**src/alm_params.svh**
```systemverilog
// Register offsets, field positions, reset values and timing counts of the alarm block.
`ifndef ALM_PARAMS_SVH
`define ALM_PARAMS_SVH
`define ALM_ADR_CTRL    8'h00
`define ALM_ADR_DELAY   8'h04
`define ALM_ADR_CMD     8'h08
`define ALM_ADR_STATUS  8'h0c
`define ALM_ADR_IRQ     8'h10
`define ALM_ADR_MASK    8'h14
`define ALM_F_GATE      2:0
`define ALM_F_USE       7:4
`define ALM_B_LATCH     8
`define ALM_B_INVERT    9
`define ALM_B_ACKREQ    10
`define ALM_F_RSTSRC    15:12
`define ALM_F_ON_DLY    15:0
`define ALM_F_OFF_DLY   31:16
`define ALM_B_CMD_RST   0
`define ALM_CTRL_RST    32'h0000_04f1
`define ALM_DELAY_RST   32'h0000_0000
`define ALM_IRQ_RISE    0
`define ALM_IRQ_RESET   1
`define ALM_IRQ_FORCED  2
`define ALM_IRQ_FREEZE  3
`define ALM_CLK_HZ      125000000
`define ALM_EVAL_MAX_MS 25
`define ALM_FREEZE_TICKS 2
`define ALM_FAST_BIT    3
`define ALM_SLOW_BIT    5
`endif

```
**src/alm_pkg.sv**
```systemverilog
// Types shared by the alarm block.
package alm_pkg;
    typedef enum logic [2:0] {
        ALM_IDLE   = 3'b001,
        ALM_ACTIVE = 3'b010,
        ALM_HELD   = 3'b100
    } alm_state_t;
    typedef enum logic [2:0] {
        GATE_AND  = 3'h0,
        GATE_OR   = 3'h1,
        GATE_XOR  = 3'h2,
        GATE_NAND = 3'h3,
        GATE_NOR  = 3'h4,
        GATE_XNOR = 3'h5
    } alm_gate_t;
    typedef struct packed {
        logic bus;
        logic logic_state;
        logic din;
        logic disp;
    } alm_src_t;
    typedef struct packed {
        alm_src_t   rst_src;
        logic       ack_req;
        logic       invert;
        logic       latch;
        logic [3:0] use_mask;
        alm_gate_t  gate;
    } alm_cfg_t;
    typedef struct packed {
        logic frozen;
        logic led_pend;
        logic action;
        logic active;
        logic delayed;
        logic combined;
    } alm_stat_t;
endpackage : alm_pkg

```
**src/alm_core.sv**
```systemverilog
// Alarm latch, follow-up action and LED acknowledge stage with a Wishbone register file.
// Contract
// RL1 - Unacknowledged active alarm flashes LED fast; dropped-out unacknowledged flashes slow.
// RL2 - Display acknowledge stops LED flashing only, action unchanged unless display resets.
// RL3 - Display enabled as reset source makes its acknowledge also reset the action.
// RL4 - Without acknowledge-required configuration, no pending acknowledge state is held.
// RL5 - Without alarm reset, action follows the alarm and drops with the condition.
// RL6 - With alarm reset, alarm latches until a reset after the condition is gone.
// RL7 - Alarm reset comes from display, digital input, logic state or bus command.
// RL8 - Every alarm reset also acknowledges the LED indication.
// RL9 - Combined condition is the configured gate over all used logic inputs.
// RL10 - Delayed condition follows combined, rises after switch-in, falls after dropout.
// RL11 - Action equals alarm output, inverted when configured as inverted.
// RL12 - After a gain change measurement inputs stay frozen at least one cycle.
// RL13 - Evaluation runs once per line cycle, gaps never above 25 ms.
// RL14 - LED is off with no alarm and no pending acknowledge.
`timescale 1ns/1ps
`include "alm_params.svh"
module alm_core #(
    parameter int EVAL_MAX_CYC = `ALM_EVAL_MAX_MS * (`ALM_CLK_HZ / 1000),
    parameter int DLY_W        = 16
) (
    input  wire logic        CLK,       // System clock, 125 MHz.
    input  wire logic        RST_N,     // Synchronous reset, active low.
    input  wire logic [7:0]  ADR_I,     // Wishbone byte address.
    input  wire logic [31:0] DAT_I,     // Wishbone write data.
    output logic      [31:0] DAT_O,     // Wishbone read data.
    input  wire logic [3:0]  SEL_I,     // Wishbone byte selects.
    input  wire logic        WE_I,      // Wishbone write enable.
    input  wire logic        CYC_I,     // Wishbone cycle.
    input  wire logic        STB_I,     // Wishbone strobe.
    output logic             ACK_O,     // Wishbone acknowledge.
    input  wire logic        LINE_TICK, // One pulse per power-frequency cycle.
    input  wire logic        GAIN_CHG,  // Pulse on an amplification level change.
    input  wire logic [3:0]  LIM_IN,    // Logic input states.
    input  wire logic        DISP_ACK,  // Acknowledge pulse from the display.
    input  wire logic        DIN_RST,   // Alarm reset from a digital input.
    input  wire logic        LOGIC_RST, // Alarm reset from another logic state.
    output logic             RELAY,     // Follow-up action state.
    output logic             ALARM,     // Alarm output.
    output logic             LED,       // Alarm LED.
    output logic             IRQ        // Interrupt, level, active high.
);
    logic [31:0] ctrl;
    logic [31:0] dly;
    logic [3:0]  irq_st;
    logic [3:0]  irq_mask;
    logic        ack;
    logic [31:0] rdata;
    logic        bus_rst;
    logic [31:0] next_ctrl;
    logic [31:0] next_dly;
    logic [3:0]  next_irq_st;
    logic [3:0]  next_irq_mask;
    logic        next_ack;
    logic [31:0] next_rdata;
    logic        next_bus_rst;
    logic [31:0] gap_cnt;
    logic [31:0] next_gap_cnt;
    logic        tick;
    logic        forced;
    logic [3:0]  samp;
    logic [3:0]  next_samp;
    logic        frozen;
    logic        next_frozen;
    logic [1:0]  frz_cnt;
    logic [1:0]  next_frz_cnt;
    logic        comb_q;
    logic        next_comb_q;
    logic        delayed;
    alm_pkg::alm_state_t state;
    alm_pkg::alm_state_t next_state;
    logic        led_pend;
    logic        next_led_pend;
    logic [7:0]  flash_cnt;
    logic [7:0]  next_flash_cnt;
    logic        next_relay;
    logic        next_led;
    logic        active;
    logic        rise;
    logic        rst_any;
    logic        wr;
    logic [3:0]  ev;
    alm_pkg::alm_cfg_t  cfg;
    alm_pkg::alm_stat_t stat;

    // Unused inputs take the level that leaves the gate result unchanged.
    function automatic logic combine(input logic [3:0] x, input logic [3:0] used, input alm_pkg::alm_gate_t g);
        logic [3:0] ones;
        logic [3:0] zeros;
        ones  = x | ~used;
        zeros = x & used;
        case (g)
            alm_pkg::GATE_AND:  combine = &ones;
            alm_pkg::GATE_NAND: combine = ~&ones;
            alm_pkg::GATE_OR:   combine = |zeros;
            alm_pkg::GATE_NOR:  combine = ~|zeros;
            alm_pkg::GATE_XOR:  combine = ^zeros;
            alm_pkg::GATE_XNOR: combine = ~^zeros;
            default:            combine = 1'b0;
        endcase
    endfunction : combine

    function automatic logic [31:0] merge(input logic [31:0] old, input logic [31:0] val, input logic [3:0] sel);
        merge = old;
        for (int i = 0; i < 4; i++) begin
            if (sel[i]) begin
                merge[i*8 +: 8] = val[i*8 +: 8];
            end
        end
    endfunction : merge

    assign cfg.gate     = alm_pkg::alm_gate_t'(ctrl[`ALM_F_GATE]);
    assign cfg.use_mask = ctrl[`ALM_F_USE];
    assign cfg.latch    = ctrl[`ALM_B_LATCH];
    assign cfg.invert   = ctrl[`ALM_B_INVERT];
    assign cfg.ack_req  = ctrl[`ALM_B_ACKREQ];
    assign cfg.rst_src  = alm_pkg::alm_src_t'(ctrl[`ALM_F_RSTSRC]);
    assign active       = (state != alm_pkg::ALM_IDLE);
    assign ALARM        = active;
    assign ACK_O        = ack;
    assign DAT_O        = rdata;
    assign IRQ          = |(irq_st & irq_mask);

    // Any enabled source resets the alarm.
    assign rst_any = (DISP_ACK && cfg.rst_src.disp) || (DIN_RST && cfg.rst_src.din) // RL3 RL7
                  || (LOGIC_RST && cfg.rst_src.logic_state) || (bus_rst && cfg.rst_src.bus); // RL7

    // Line-cycle tick, or a forced one if the line goes quiet for the longest gap.
    assign forced = !LINE_TICK && (gap_cnt >= 32'(EVAL_MAX_CYC - 1)); // RL13
    assign tick   = LINE_TICK || forced; // RL13

    always_comb begin
        next_gap_cnt = tick ? 32'h0000_0000 : gap_cnt + 32'h0000_0001;
        next_frozen  = frozen;
        next_frz_cnt = frz_cnt;
        if (GAIN_CHG) begin
            next_frozen  = 1'b1; // RL12
            next_frz_cnt = 2'h0;
        end else if (frozen && tick) begin
            next_frz_cnt = frz_cnt + 2'h1;
            if (frz_cnt == 2'(`ALM_FREEZE_TICKS - 1)) begin
                next_frozen = 1'b0; // RL12
            end
        end
        next_samp   = (tick && !frozen && !GAIN_CHG) ? LIM_IN : samp; // RL12
        next_comb_q = tick ? combine(samp, cfg.use_mask, cfg.gate) : comb_q; // RL9
    end

    always_ff @(posedge CLK) begin
        if (!RST_N) begin
            gap_cnt <= 32'h0000_0000;
            frozen  <= 1'b0;
            frz_cnt <= 2'h0;
            samp    <= 4'h0;
            comb_q  <= 1'b0;
        end else begin
            gap_cnt <= next_gap_cnt;
            frozen  <= next_frozen;
            frz_cnt <= next_frz_cnt;
            samp    <= next_samp;
            comb_q  <= next_comb_q;
        end
    end

    alm_delay #(
        .W (DLY_W)
    ) u_delay (
        .clk     (CLK),
        .rst_n   (RST_N),
        .tick    (tick),
        .din     (comb_q),
        .on_dly  (dly[DLY_W-1:0]),
        .off_dly (dly[DLY_W+15:16]),
        .dout    (delayed)
    );

    assign rise = (state == alm_pkg::ALM_IDLE) && delayed;

    // Alarm state: idle, active, or held after dropout until a reset.
    always_comb begin
        case (state)
            alm_pkg::ALM_IDLE: begin
                next_state = delayed ? alm_pkg::ALM_ACTIVE : alm_pkg::ALM_IDLE;
            end
            alm_pkg::ALM_ACTIVE: begin
                if (delayed) begin
                    next_state = alm_pkg::ALM_ACTIVE;
                end else if (cfg.latch && !rst_any) begin
                    next_state = alm_pkg::ALM_HELD; // RL6
                end else begin
                    next_state = alm_pkg::ALM_IDLE; // RL5
                end
            end
            alm_pkg::ALM_HELD: begin
                if (delayed) begin
                    next_state = alm_pkg::ALM_ACTIVE;
                end else if (rst_any || !cfg.latch) begin
                    next_state = alm_pkg::ALM_IDLE; // RL6
                end else begin
                    next_state = alm_pkg::ALM_HELD;
                end
            end
            default: begin
                next_state = alm_pkg::ALM_IDLE;
            end
        endcase
        // A new occurrence wins over an acknowledge in the same cycle.
        if (!cfg.ack_req) begin
            next_led_pend = 1'b0; // RL4
        end else if (rise) begin
            next_led_pend = 1'b1;
        end else if (DISP_ACK || rst_any) begin
            next_led_pend = 1'b0; // RL2 RL8
        end else begin
            next_led_pend = led_pend;
        end
        next_flash_cnt = tick ? flash_cnt + 8'h01 : flash_cnt;
        next_relay     = (next_state != alm_pkg::ALM_IDLE) ^ cfg.invert; // RL11
        // A latched alarm whose condition has dropped out flashes slowly as well.
        if (led_pend) begin
            next_led = (state == alm_pkg::ALM_ACTIVE) ? flash_cnt[`ALM_FAST_BIT] : flash_cnt[`ALM_SLOW_BIT]; // RL1
        end else begin
            next_led = active; // RL14
        end
    end

    always_ff @(posedge CLK) begin
        if (!RST_N) begin
            state     <= alm_pkg::ALM_IDLE;
            led_pend  <= 1'b0;
            flash_cnt <= 8'h00;
            RELAY     <= 1'b0;
            LED       <= 1'b0;
        end else begin
            state     <= next_state;
            led_pend  <= next_led_pend;
            flash_cnt <= next_flash_cnt;
            RELAY     <= next_relay;
            LED       <= next_led;
        end
    end

    assign stat = '{frozen: frozen, led_pend: led_pend, action: RELAY,
                    active: active, delayed: delayed, combined: comb_q};
    assign wr = CYC_I && STB_I && WE_I && !ack;
    assign ev = {GAIN_CHG, forced, rst_any, rise};

    // Single-cycle answer; unmapped reads return zero and writes are dropped.
    always_comb begin
        next_ack      = CYC_I && STB_I && !ack;
        next_ctrl     = ctrl;
        next_dly      = dly;
        next_irq_mask = irq_mask;
        next_bus_rst  = 1'b0;
        next_irq_st   = irq_st;
        next_rdata    = 32'h0000_0000;
        if (wr) begin
            case (ADR_I)
                `ALM_ADR_CTRL:  next_ctrl     = merge(ctrl, DAT_I, SEL_I);
                `ALM_ADR_DELAY: next_dly      = merge(dly, DAT_I, SEL_I);
                `ALM_ADR_CMD:   next_bus_rst  = SEL_I[0] && DAT_I[`ALM_B_CMD_RST]; // RL7
                `ALM_ADR_IRQ:   next_irq_st   = SEL_I[0] ? irq_st & ~DAT_I[3:0] : irq_st;
                `ALM_ADR_MASK:  next_irq_mask = SEL_I[0] ? DAT_I[3:0] : irq_mask;
                default:        next_ctrl     = ctrl;
            endcase
        end else if (CYC_I && STB_I && !ack) begin
            case (ADR_I)
                `ALM_ADR_CTRL:   next_rdata = ctrl;
                `ALM_ADR_DELAY:  next_rdata = dly;
                `ALM_ADR_STATUS: next_rdata = {26'h0, stat};
                `ALM_ADR_IRQ:    next_rdata = {28'h0, irq_st};
                `ALM_ADR_MASK:   next_rdata = {28'h0, irq_mask};
                default:         next_rdata = 32'h0000_0000;
            endcase
        end
        next_irq_st = next_irq_st | ev;
    end

    always_ff @(posedge CLK) begin
        if (!RST_N) begin
            ack      <= 1'b0;
            ctrl     <= `ALM_CTRL_RST;
            dly      <= `ALM_DELAY_RST;
            irq_st   <= 4'h0;
            irq_mask <= 4'h0;
            rdata    <= 32'h0000_0000;
            bus_rst  <= 1'b0;
        end else begin
            ack      <= next_ack;
            ctrl     <= next_ctrl;
            dly      <= next_dly;
            irq_st   <= next_irq_st;
            irq_mask <= next_irq_mask;
            rdata    <= next_rdata;
            bus_rst  <= next_bus_rst;
        end
    end

    a_fast_flash: assert property (@(posedge CLK) disable iff (!RST_N) // RL1
        (led_pend && state == alm_pkg::ALM_ACTIVE) |=> (LED == $past(flash_cnt[`ALM_FAST_BIT])))
        else $error("active unacknowledged alarm not on fast flash");
    a_slow_flash: assert property (@(posedge CLK) disable iff (!RST_N) // RL1
        (led_pend && state != alm_pkg::ALM_ACTIVE) |=> (LED == $past(flash_cnt[`ALM_SLOW_BIT])))
        else $error("dropped unacknowledged alarm not on slow flash");
    a_ack_led_only: assert property (@(posedge CLK) disable iff (!RST_N) // RL2
        (DISP_ACK && !cfg.rst_src.disp && !rise && state == alm_pkg::ALM_HELD && !delayed
         && cfg.latch && !DIN_RST && !LOGIC_RST && !bus_rst) |=> (!led_pend && state == alm_pkg::ALM_HELD))
        else $error("display acknowledge touched the action");
    a_disp_reset: assert property (@(posedge CLK) disable iff (!RST_N) // RL3
        (DISP_ACK && cfg.rst_src.disp && state == alm_pkg::ALM_HELD && !delayed)
        |=> state == alm_pkg::ALM_IDLE)
        else $error("display reset source did not reset the alarm");
    a_no_pend: assert property (@(posedge CLK) disable iff (!RST_N) // RL4
        !cfg.ack_req |=> !led_pend)
        else $error("pending acknowledge held while not required");
    a_auto_drop: assert property (@(posedge CLK) disable iff (!RST_N) // RL5
        (!cfg.latch && !delayed) |=> !ALARM ##1 ($past(delayed) || RELAY == $past(cfg.invert)))
        else $error("alarm not withdrawn without latching");
    a_latch_hold: assert property (@(posedge CLK) disable iff (!RST_N) // RL6
        (cfg.latch && active && !rst_any) |=> active)
        else $error("latched alarm lost without reset");
    a_reset_ack: assert property (@(posedge CLK) disable iff (!RST_N) // RL8
        (rst_any && !rise) |=> !led_pend)
        else $error("alarm reset did not acknowledge the LED");
    a_relay_inv: assert property (@(posedge CLK) disable iff (!RST_N) // RL11
        ##1 (RELAY == (active ^ $past(cfg.invert))))
        else $error("action does not match alarm and inversion");
    a_freeze_hold: assert property (@(posedge CLK) disable iff (!RST_N) // RL12
        GAIN_CHG |=> (frozen && $stable(samp)))
        else $error("inputs not frozen after gain change");
    a_eval_gap: assert property (@(posedge CLK) disable iff (!RST_N) // RL13
        gap_cnt < 32'(EVAL_MAX_CYC))
        else $error("evaluation gap exceeded the longest interval");
    a_led_off: assert property (@(posedge CLK) disable iff (!RST_N) // RL14
        (!led_pend && !active) |=> !LED)
        else $error("LED lit with no alarm pending");
endmodule : alm_core

```
**src/alm_delay.sv**
```systemverilog
// Switch-in and dropout delay of the combined condition, counted in evaluation ticks.
`timescale 1ns/1ps
module alm_delay #(
    parameter int W = 16
) (
    input  wire logic         clk,     // System clock.
    input  wire logic         rst_n,   // Synchronous reset, active low.
    input  wire logic         tick,    // Evaluation tick.
    input  wire logic         din,     // Combined condition.
    input  wire logic [W-1:0] on_dly,  // Switch-in delay in ticks.
    input  wire logic [W-1:0] off_dly, // Dropout delay in ticks.
    output logic              dout     // Delayed condition.
);
    logic [W-1:0] cnt;
    logic [W-1:0] next_cnt;
    logic         next_dout;

    // The count restarts whenever the input returns to the output level.
    always_comb begin
        next_cnt  = cnt;
        next_dout = dout;
        if (tick) begin
            if (din == dout) begin
                next_cnt = '0;
            end else if (cnt >= (din ? on_dly : off_dly)) begin // RL10
                next_dout = din;
                next_cnt  = '0;
            end else begin
                next_cnt = cnt + W'(1);
            end
        end
    end

    always_ff @(posedge clk) begin
        if (!rst_n) begin
            cnt  <= '0;
            dout <= 1'b0;
        end else begin
            cnt  <= next_cnt;
            dout <= next_dout;
        end
    end

    a_zero_on_delay: assert property (@(posedge clk) disable iff (!rst_n) // RL10
        (tick && din && !dout && on_dly == '0) |=> dout)
        else $error("switch-in delay zero did not pass at once");
    a_hold_unt_tick: assert property (@(posedge clk) disable iff (!rst_n) // RL10
        !tick |=> $stable(dout))
        else $error("delayed condition moved without a tick");
endmodule : alm_delay

```
**config.mk**
```make
export PLATFORM = sky130hd
export DESIGN_NAME = alm_core
export DESIGN_NICKNAME = d
export VERILOG_FILES = /design/src/alm_pkg.sv /design/src/alm_core.sv /design/src/alm_delay.sv
export VERILOG_INCLUDE_DIRS = /design/src
export SDC_FILE = /design/constraint.sdc
export NUM_CORES = 1
export LEC_CHECK = 0
export BUFFER_PORTS_ARGS = -buffer_cell sky130_fd_sc_hd__clkbuf_2
export CAP_MARGIN = 20
export CORE_MARGIN = 3
export CORE_UTILIZATION = 40
export CTS_BUF_LIST = sky130_fd_sc_hd__clkbuf_8
export DETAILED_ROUTE_END_ITERATION = 7
export PLACE_DENSITY = 0.71
export SYNTH_ARGS = -nofsm -noshare
export SYNTH_HDL_FRONTEND = slang
export SYNTH_SLANG_ARGS = --single-unit
```
**constraint.sdc**
```tcl
create_clock -name CLK -period 4.18 [get_ports CLK]
set_input_delay 0.836 -clock CLK [delete_from_list [all_inputs] [get_ports CLK]]
set_output_delay 0.836 -clock CLK [all_outputs]
set_load 0.01 [all_outputs]
```
==> results of run 1 <==
## worst max-delay path: stages (launching register included)
cell,delay (ns)
dfxtp_1,0.61
mux2_2,0.39
ha_1,0.26
nand2b_1,0.13
a2111oi_0,0.45
o211a_1,0.26
o2111ai_1,0.40
nor2_1,0.28
buf_4,0.18
a22o_1,0.13
## per-layer routing
metal  share of wire  global-route usage
met5               0                   0
met1            0.46               0.227
met4           0.012              0.0535
met2            0.47               0.282
met3           0.050              0.0368
## power groups by stage
stage	logic, mW	clock network (mW)	registers, mW
final	0.144	1.22	1.70
after global routing	0.159	1.31	1.70
after CTS	0.144	1.25	1.70
after detailed placement	0.143	0	1.74
after global placement	0.142	0	1.74
after floorplan	0.0856	0	1.73
## path summary, 6_finish.rpt
path                               start             end  slack [ns]  cells past startpoint
worst max-delay path              comb_q  u_delay.cnt[6]        1.04                      9
worst min-delay path            ctrl[31]        ctrl[31]        0.45                      2
worst max register to register    comb_q  u_delay.cnt[6]        1.04                      9
worst min register to register  ctrl[31]        ctrl[31]        0.45                      2
## synth_stat cells (4+ instances only)
| library cell | instances | share of area |
|---|---|---|
| nand2_1 | 151 | 0.075 |
| nor4_1 | 5 | 0.0042 |
| a211oi_1 | 5 | 0.0050 |
| and3_1 | 9 | 0.0075 |
| nand3_1 | 23 | 0.015 |
| nor2b_1 | 13 | 0.011 |
| dfxtp_1 | 175 | 0.47 |
| a31oi_1 | 4 | 0.0033 |
| xnor2_1 | 17 | 0.020 |
| o21ai_0 | 26 | 0.017 |
| nand4_1 | 8 | 0.0066 |
| a21oi_1 | 68 | 0.045 |
| xor2_1 | 13 | 0.015 |
| nor3_1 | 11 | 0.0073 |
| and4_1 | 8 | 0.0093 |
| inv_1 | 12 | 0.0060 |
| buf_2 | 10 | 0.0066 |
| ha_1 | 22 | 0.037 |
| mux2i_1 | 63 | 0.084 |
| a22o_1 | 14 | 0.016 |
| and2_1 | 9 | 0.0075 |
| a21o_1 | 5 | 0.0050 |
| nor2_1 | 97 | 0.048 |
| clkbuf_1 | 20 | 0.010 |
| a22oi_1 | 4 | 0.0040 |
| buf_1 | 4 | 0.0020 |
## flip-flops by register name (all words and copies together) (netlist names)
register / flops
LED: 1
samp: 4
ACK_O: 1
bus_rst: 1
u_delay.cnt: 16
flash_cnt: 6
RELAY: 1
comb_q: 1
irq_st: 4
frozen: 1
irq_mask: 4
gap_cnt: 32
DAT_O: 32
ctrl: 32
led_pend: 1
frz_cnt: 2
u_delay.dout: 1
state: 3
dly: 32
## cell type report
cell class	count	area [µm²]	area share
multi-input combinational	635	3860	0.447
sequential	175	3500	0.406
timing repair buffer	102	531	0.0614
tap	229	287	0.0332
clock buffer	18	248	0.0287
clock inverter	13	164	0.0190
inverter	12	45.0	0.00521
## logic make-up after synthesis
logic type	count (synthesis)
AO/OA/AOI/OAI	149
flip-flops	175
other	1
multiplexers	67
adder cells (fa/ha/maj)	22
XOR/XNOR	30
buffers and inverters	47
AND/OR/NAND/NOR	357
==> results.cfg, run 1 <==
[power_and_ir_drop]
leakagePower_nw = 3.37
switchingPower_mw = 0.714
p_int_mw = 2.35
power_density_nw_per_um2 = 355
vdd_drop_max_mv = 0.189
swShare = 0.233
comb_power_share = 0.047
power_mw = 3.06
seqPwrFrac = 0.555
p_clk_frac = 0.398

[clocking]
ctsHtreeMaxLevel = 4
cts_resized = 0
tritoncts = built
postCtsSetupBuffers = 0
clockRootBuffer = clkbuf_8
cts_hold_buf = 0
clk_path_buf_depth = 2
cts_inserted_buffers = 17
cts.sinks = 175
insertion_delay_ns = 0.46
path_clk_slew_ns = 0.09

[yosys]
yosysSeqAreaShare = 0.465
synth-simple-area-share = 0.220
synthAdderAreaFrac = 0.0366
synthXorXnorAreaFrac = 0.0349
synthMuxAreaShare = 0.0942
async_reset_ff_frac = 0
synth-compound-area-share = 0.123
syn_area_per_cell_um2 = 8.88
synth_top_family_by_area = simple AND/OR/NAND/NOR gates
synthFlopType = dfxtp_1
yosys_warnings = 0
netlist_instances = 848
synth.distinct_cells = 58
synth_edf_count = 0
syn_area_um2 = 7530
ys_ff_latch = 175

[timing]
layout_setup_ws_ns = 1.04
skew_ns = 0.0131
finalHoldViolations = 0
holdWs_ns = 0.454
setup_tns_ns = 0
fmax_mhz = 319
period_needed_ns = 3.14
finalCritPeriodShare = 0.751
drv_slew = 0
max_slew.worst_pin.slew_ns = 0.962
maxSlewHeadroom = 0.359
rsz0062_at_grt = false
setup_viol = 0

[run_status]
status = complete, no violations

[grt]
grt_overflow_total = 0
grt_pass1_vias = 5669
grt_pass1_wl_um = 28000
grt_max_degree = 53
grtUsageTotal = 0.172
antenna_found_initial = 0

[worst_setup_path]
worstPathRequired_ns = 4.59
crit_arrival_ns = 3.55
crit_fanout = 13
end_kind = flop
cp-start-kind = flop
crit_type = flop to flop

[cells_and_area]
antennaDiodeCount = 0
post_layout_nonfiller_instances = 1184
drive_above_1_share = 0.152
final_nets = 1023
mostFrequentLayoutCells = 175 x dfxtp_1, 151 x nand2_1, 97 x nor2_1, 94 x clkbuf_2, 68 x a21oi_1
finalInstanceArea_um2 = 8640
fin_util = 0.474
fillerInstances = 1762
syn_to_final_growth_pct = 14.8
final_common_cell = dfxtp_1

[floorplanning]
die_x_um = 143
dieArea_um2 = 20500
start_util = 0.413
core_area_um2 = 18200
ios = 95
rows = 49
die_y_um = 143

[run]
maxCapViolations = 0

[place]
place_area_um2 = 8230
io_buffers = 94
dp_worst_setup_slack_ns = 1.04
gp_congestion = 0.832
dp_hpwl_um = 12800
dp.cells = 1153

[route]
totalWireLength_um = 17500
avgViaCountPerCell = 5.23
dr.pass1.iters = 5
wire_per_inst_um = 14.8
drcViolationCount = 0
vias = 6189
ant_nets = 0
drt_iter0_drc = 367

[hold_path]
worstHoldPathType = flop to flop
Power figures use the tool's default switching activity.
==> run 2: changes to the inputs <==
- PLACE_DENSITY: 0.71 -> 0.73
- clock period: 4.18 -> 2.55 ns (I/O delays scaled with it)
==> run 2 against run 1 <==
Compared with the run above:
- die area unchanged
- clock skew decreased by 0.0013 ns
- fmax increased by 27%
==> results.cfg, run 2 (synthesis gave the netlist of run 1 again) <==
[run_status]
status = complete, no violations

[timing]
setup_viol = 0
finalHoldViolations = 0
finalCritPeriodShare = 0.966
holdWs_ns = 0.282
rsz0062_at_grt = true
skew_ns = 0.0118
fmax_mhz = 406
drv_slew = 0
period_needed_ns = 2.46
setup_tns_ns = 0
layout_setup_ws_ns = 0.0873
maxSlewHeadroom = 0.586
max_slew.worst_pin.slew_ns = 0.605

[place]
dp_hpwl_um = 12900
gp_congestion = 0.818
io_buffers = 94
dp.cells = 1169
place_area_um2 = 8410
dp_worst_setup_slack_ns = -0.00163

[power_and_ir_drop]
power_mw = 5.05
p_int_mw = 3.85
p_clk_frac = 0.399
switchingPower_mw = 1.20
power_density_nw_per_um2 = 570
vdd_drop_max_mv = 0.281
comb_power_share = 0.050
swShare = 0.237
leakagePower_nw = 3.48
seqPwrFrac = 0.551

[cells_and_area]
finalInstanceArea_um2 = 8860
drive_above_1_share = 0.174
multiInputGateArea_um2 = 3890
final_nets = 1040
syn_to_final_growth_pct = 17.7
mostFrequentLayoutCells = 174 x dfxtp_1, 151 x nand2_1, 97 x nor2_1, 94 x clkbuf_2, 67 x a21oi_1
post_layout_nonfiller_instances = 1202
final_common_cell = dfxtp_1
ff_latch_area_um2 = 3500
antennaDiodeCount = 0
fin_util = 0.487
fillerInstances = 1694

[worst_setup_path]
cpLargestDelayFamily = compound AO/OA/AOI/OAI gates
critPathSlowestCell = dfxtp_2
critPathMaxStageDelay_ns = 0.37
crit_path_frequent_cell = a21o_1
crit_arrival_ns = 2.86
worstPathRequired_ns = 2.95
crit_type = flop to flop
cp-start-kind = flop
crit_fanout = 10
end_kind = flop
crit_chain = buf_12 -> mux2i_1 -> ha_1 -> a21o_1 -> a21o_1 -> a21oi_2 -> o2111ai_2 -> buf_4 -> o21ai_0 -> a22o_1
critPathBufInv = 2

[hold_path]
worstHoldPathType = input pin to flop

[grt]
antenna_found_initial = 0
use_met1 = 0.220
grtUsageTotal = 0.170
grt_util_met3 = 0.0422
grt_max_degree = 57
grt-busiest-layer = met2
grt_overflow_total = 0
grt_pass1_vias = 5881
grt_pass1_wl_um = 28100
grtUsageMet2 = 0.279

[floorplanning]
start_util = 0.413
die_x_um = 143
die_y_um = 143
dieArea_um2 = 20500
ios = 95
core_area_um2 = 18200
rows = 49

[clocking]
cts.sinks = 175
cts_inserted_buffers = 17
clockRootBuffer = clkbuf_8
insertion_delay_ns = 0.46
tritoncts = built
path_clk_slew_ns = 0.09
ctsHtreeMaxLevel = 4
clk_path_buf_depth = 2
postCtsSetupBuffers = 0

[route]
wire_per_inst_um = 14.4
drt_iter0_drc = 403
dr.pass1.iters = 4
totalWireLength_um = 17300
avgViaCountPerCell = 5.19
ant_nets = 0
vias = 6244
drcViolationCount = 0

[run]
maxCapViolations = 0
[run 2: changes by cell type in the layout (fill, tap and decap cells not counted), sizes merged]
| cell | before | now |
|---|---|---|
| buf | 8 | 25 |
| inv | 15 | 18 |
| clkbuf | 112 | 111 |
| clkinvlp | 3 | 2 |
[run 2: layer usage]
metal  routed length [µm]  up-vias  share of wire
met5                    0        -              0
met4                  270        0          0.016
met3                  791       22          0.046
met2                 8290      126           0.48
met1                 7990     2929           0.46
li1                     -     3167              -
[run 2: path summary, 6_finish.rpt]
| check | startpoint | endpoint | slack (ns) | cells past startpoint |
|---|---|---|---|---|
| hold / removal | DAT_I[7] | ctrl[7] | 0.28 | 3 |
| hold reg to reg | ctrl[19] | ctrl[19] | 0.45 | 2 |
| setup / recovery | comb_q | u_delay.cnt[14] | 0.09 | 10 |
| setup reg to reg | comb_q | u_delay.cnt[14] | 0.09 | 10 |
[run 2: tightest hold or removal path, cell delays in order]
cell      delay, ns
clkbuf_2       0.09
mux2i_1        0.06
nand2_1        0.06
[run 2: layout make-up]
cell class | instances | area share
Inverter | 12 | 0.00508
Multi-Input combinational cell | 635 | 0.439
Sequential cell | 175 | 0.396
Clock inverter | 15 | 0.0208
Tap cell | 229 | 0.0323
Timing Repair Buffer | 119 | 0.0811
Clock buffer | 17 | 0.0264
[run 2: power groups by stage]
stage	Combinational, mW	Clock, mW	Sequential, mW
2_1_floorplan	0.142	0	2.84
3_3_place_gp	0.246	0	2.84
3_5_place_dp	0.250	0	2.85
4_1_cts	0.251	2.06	2.78
5_1_grt	0.276	2.17	2.79
6_report	0.253	2.02	2.78
[run 2: timing repair]
| item | 4_1_cts | 5_1_grt |
|---|---|---|
| cloned | 0 | 1 |
| setup endpoints to repair | 13 | 16 |
| endpoints found under the hold margin | 0 | 0 |
| pin swaps | 0 | 3 |
| resized for setup | 2 | 10 |
| hold buffers | 0 | 0 |
==> run 3: changes to the inputs <==
- ABC_AREA: default -> 1
- CORE_MARGIN: 3 -> 2
==> run 3 against run 2 <==
Compared with the run above:
- power up 1.1%
- core utilization fell by 2.3 points
- clock power fell by 6%
- combinational power rose by 59%
- critical path depth did not move
- clock skew rose by 0.0039 ns
- cell count increased by 21%
- sequential share of layout area shrank 0.35 points
- die area up 0.55%
- largest cell class unchanged
==> results.cfg, run 3 <==
[power_and_ir_drop]
swShare = 0.283
p_int_mw = 3.66
leakagePower_nw = 3.69
power_density_nw_per_um2 = 571
p_clk_frac = 0.372
vdd_drop_max_mv = 0.318
power_mw = 5.11
seqPwrFrac = 0.549
comb_power_share = 0.079
switchingPower_mw = 1.45

[yosys]
synth_edf_count = 0
syn_area_um2 = 7790
netlist_instances = 1076
ys_ff_latch = 175
synth.distinct_cells = 41
synth_most_common_cell = nand2_1
async_reset_ff_frac = 0
yosysSeqAreaShare = 0.450
syn_area_per_cell_um2 = 7.24
yosysTopAreaCell = dfxtp_1
synthFlopType = dfxtp_1
yosys_warnings = 0
synth_top_area_share = 0.450
synth_area_leaders = dfxtp_1 45%, nand2_1 12%, nor2_1 7.1%
synth_top_cells_by_count = 239 x nand2_1, 175 x dfxtp_1, 147 x nor2_1

[cells_and_area]
ff_latch_area_um2 = 3500
final_common_cell = nand2_1
syn_to_final_growth_pct = 14.7
post_layout_nonfiller_instances = 1450
antennaDiodeCount = 0
final_nets = 1252
mostFrequentLayoutCells = 239 x nand2_1, 175 x dfxtp_1, 146 x nor2_1, 110 x inv_1, 105 x a21oi_1
finalInstanceArea_um2 = 8940
fillerInstances = 1963
multiInputGateArea_um2 = 3680
drive_above_1_share = 0.138
fin_util = 0.464

[timing]
holdWs_ns = 0.282
rsz0062_at_grt = false
maxSlewHeadroom = 0.646
max_slew.worst_pin.slew_ns = 0.526
skew_ns = 0.0156
fmax_mhz = 449
finalCritPeriodShare = 0.874
layout_setup_ws_ns = 0.321
setup_tns_ns = 0
setup_viol = 0
drv_slew = 0
period_needed_ns = 2.23
finalHoldViolations = 0

[route]
avgViaCountPerCell = 4.90
drt_iter0_drc = 447
dr.pass1.iters = 5
vias = 7098
wire_per_inst_um = 12.9
drcViolationCount = 0
totalWireLength_um = 18700
ant_nets = 0

[clocking]
clk_path_buf_depth = 2
cts_hold_buf = 0
clockRootBuffer = clkbuf_8
insertion_delay_ns = 0.48
postCtsSetupBuffers = 0
cts.sinks = 175
cts_inserted_buffers = 17
cts_resized = 0
ctsHtreeMaxLevel = 4
path_clk_slew_ns = 0.10
tritoncts = built

[place]
dp_worst_setup_slack_ns = 0.338
io_buffers = 94
dp.cells = 1418
place_area_um2 = 8540
gp_congestion = 0.867
dp_hpwl_um = 14000

[worst_setup_path]
crit_arrival_ns = 2.59
crit_fanout = 29
crit_type = flop to flop
end_kind = flop
cp-start-kind = flop
worstPathRequired_ns = 2.91

[floorplanning]
rows = 51
core_area_um2 = 19300
ios = 95
start_util = 0.404
die_x_um = 144
dieArea_um2 = 20600
die_y_um = 144

[grt]
grtUsageTotal = 0.185
antenna_found_initial = 0
grt_max_degree = 85
grt_pass1_vias = 6439
grt_pass1_wl_um = 30300
grt_overflow_total = 0

[run]
maxCapViolations = 0

[run_status]
status = complete, no violations

[hold_path]
worstHoldPathType = input pin to flop
==> run 3: changes by cell type after synthesis, sizes merged, moves of 14 or more <==
cell   delta
a22o     -14
o21ai    +66
nand3    +30
mux2i    -63
nor2     +59
inv     +101
a21oi    +37
nand2    +94
==> run 3: worst max-delay path, stage by stage (launching register included) <==
cell,delay [ns]
dfxtp_1,0.34
buf_4,0.26
o21ai_0,0.17
ha_1,0.32
nand4_1,0.11
nor3_1,0.23
nand3_1,0.13
nand4_1,0.15
nand2_1,0.09
nand2_1,0.25
nor2_1,0.06
==> run 3: worst paths after layout <==
path | start | end | slack (ns) | cells past startpoint
max reg2reg | comb_q | u_delay.cnt[11] | 0.32 | 10
min reg2reg | gap_cnt[0] | gap_cnt[0] | 0.46 | 1
min | DAT_I[10] | ctrl[10] | 0.28 | 3
max | comb_q | u_delay.cnt[11] | 0.32 | 10
==> run 3: kinds of logic after synthesis <==
kind of cell / count (synthesis) / synth area share
compound gates: 219 / 0.147
xor+xnor: 16 / 0.0180
fa+ha+maj: 22 / 0.0353
buf+inv: 152 / 0.0843
flops: 175 / 0.450
other cells: 1 / 0.000481
simple gates: 491 / 0.266
==> run 3: power groups by stage <==
stage          registers [mW]  clock network [mW]  logic [mW]
6_report                 2.80                1.90       0.403
3_3_place_gp             2.86                   0       0.392
5_1_grt                  2.81                2.07       0.464
4_1_cts                  2.80                1.94       0.404
3_5_place_dp             2.87                   0       0.402
2_1_floorplan            2.86                   0       0.257
==> run 3: per-layer routing <==
| metal | vias up | global-route usage | wire, µm |
|---|---|---|---|
| li1 | 3662 | - | - |
| met1 | 3192 | 0.247 | 8660 |
| met2 | 203 | 0.295 | 8480 |
| met3 | 41 | 0.0367 | 1180 |
| met4 | 0 | 0.0697 | 413 |
| met5 | - | 0 | 0 |
==> run 3: area by class of cell <==
class                      instances  area share
clock buffer                      17      0.0262
clock inverter                    15      0.0182
timing repair buffer             106      0.0669
multi-input combinational        758       0.412
tap                              265      0.0371
sequential                       175       0.392
inverter                         114      0.0479
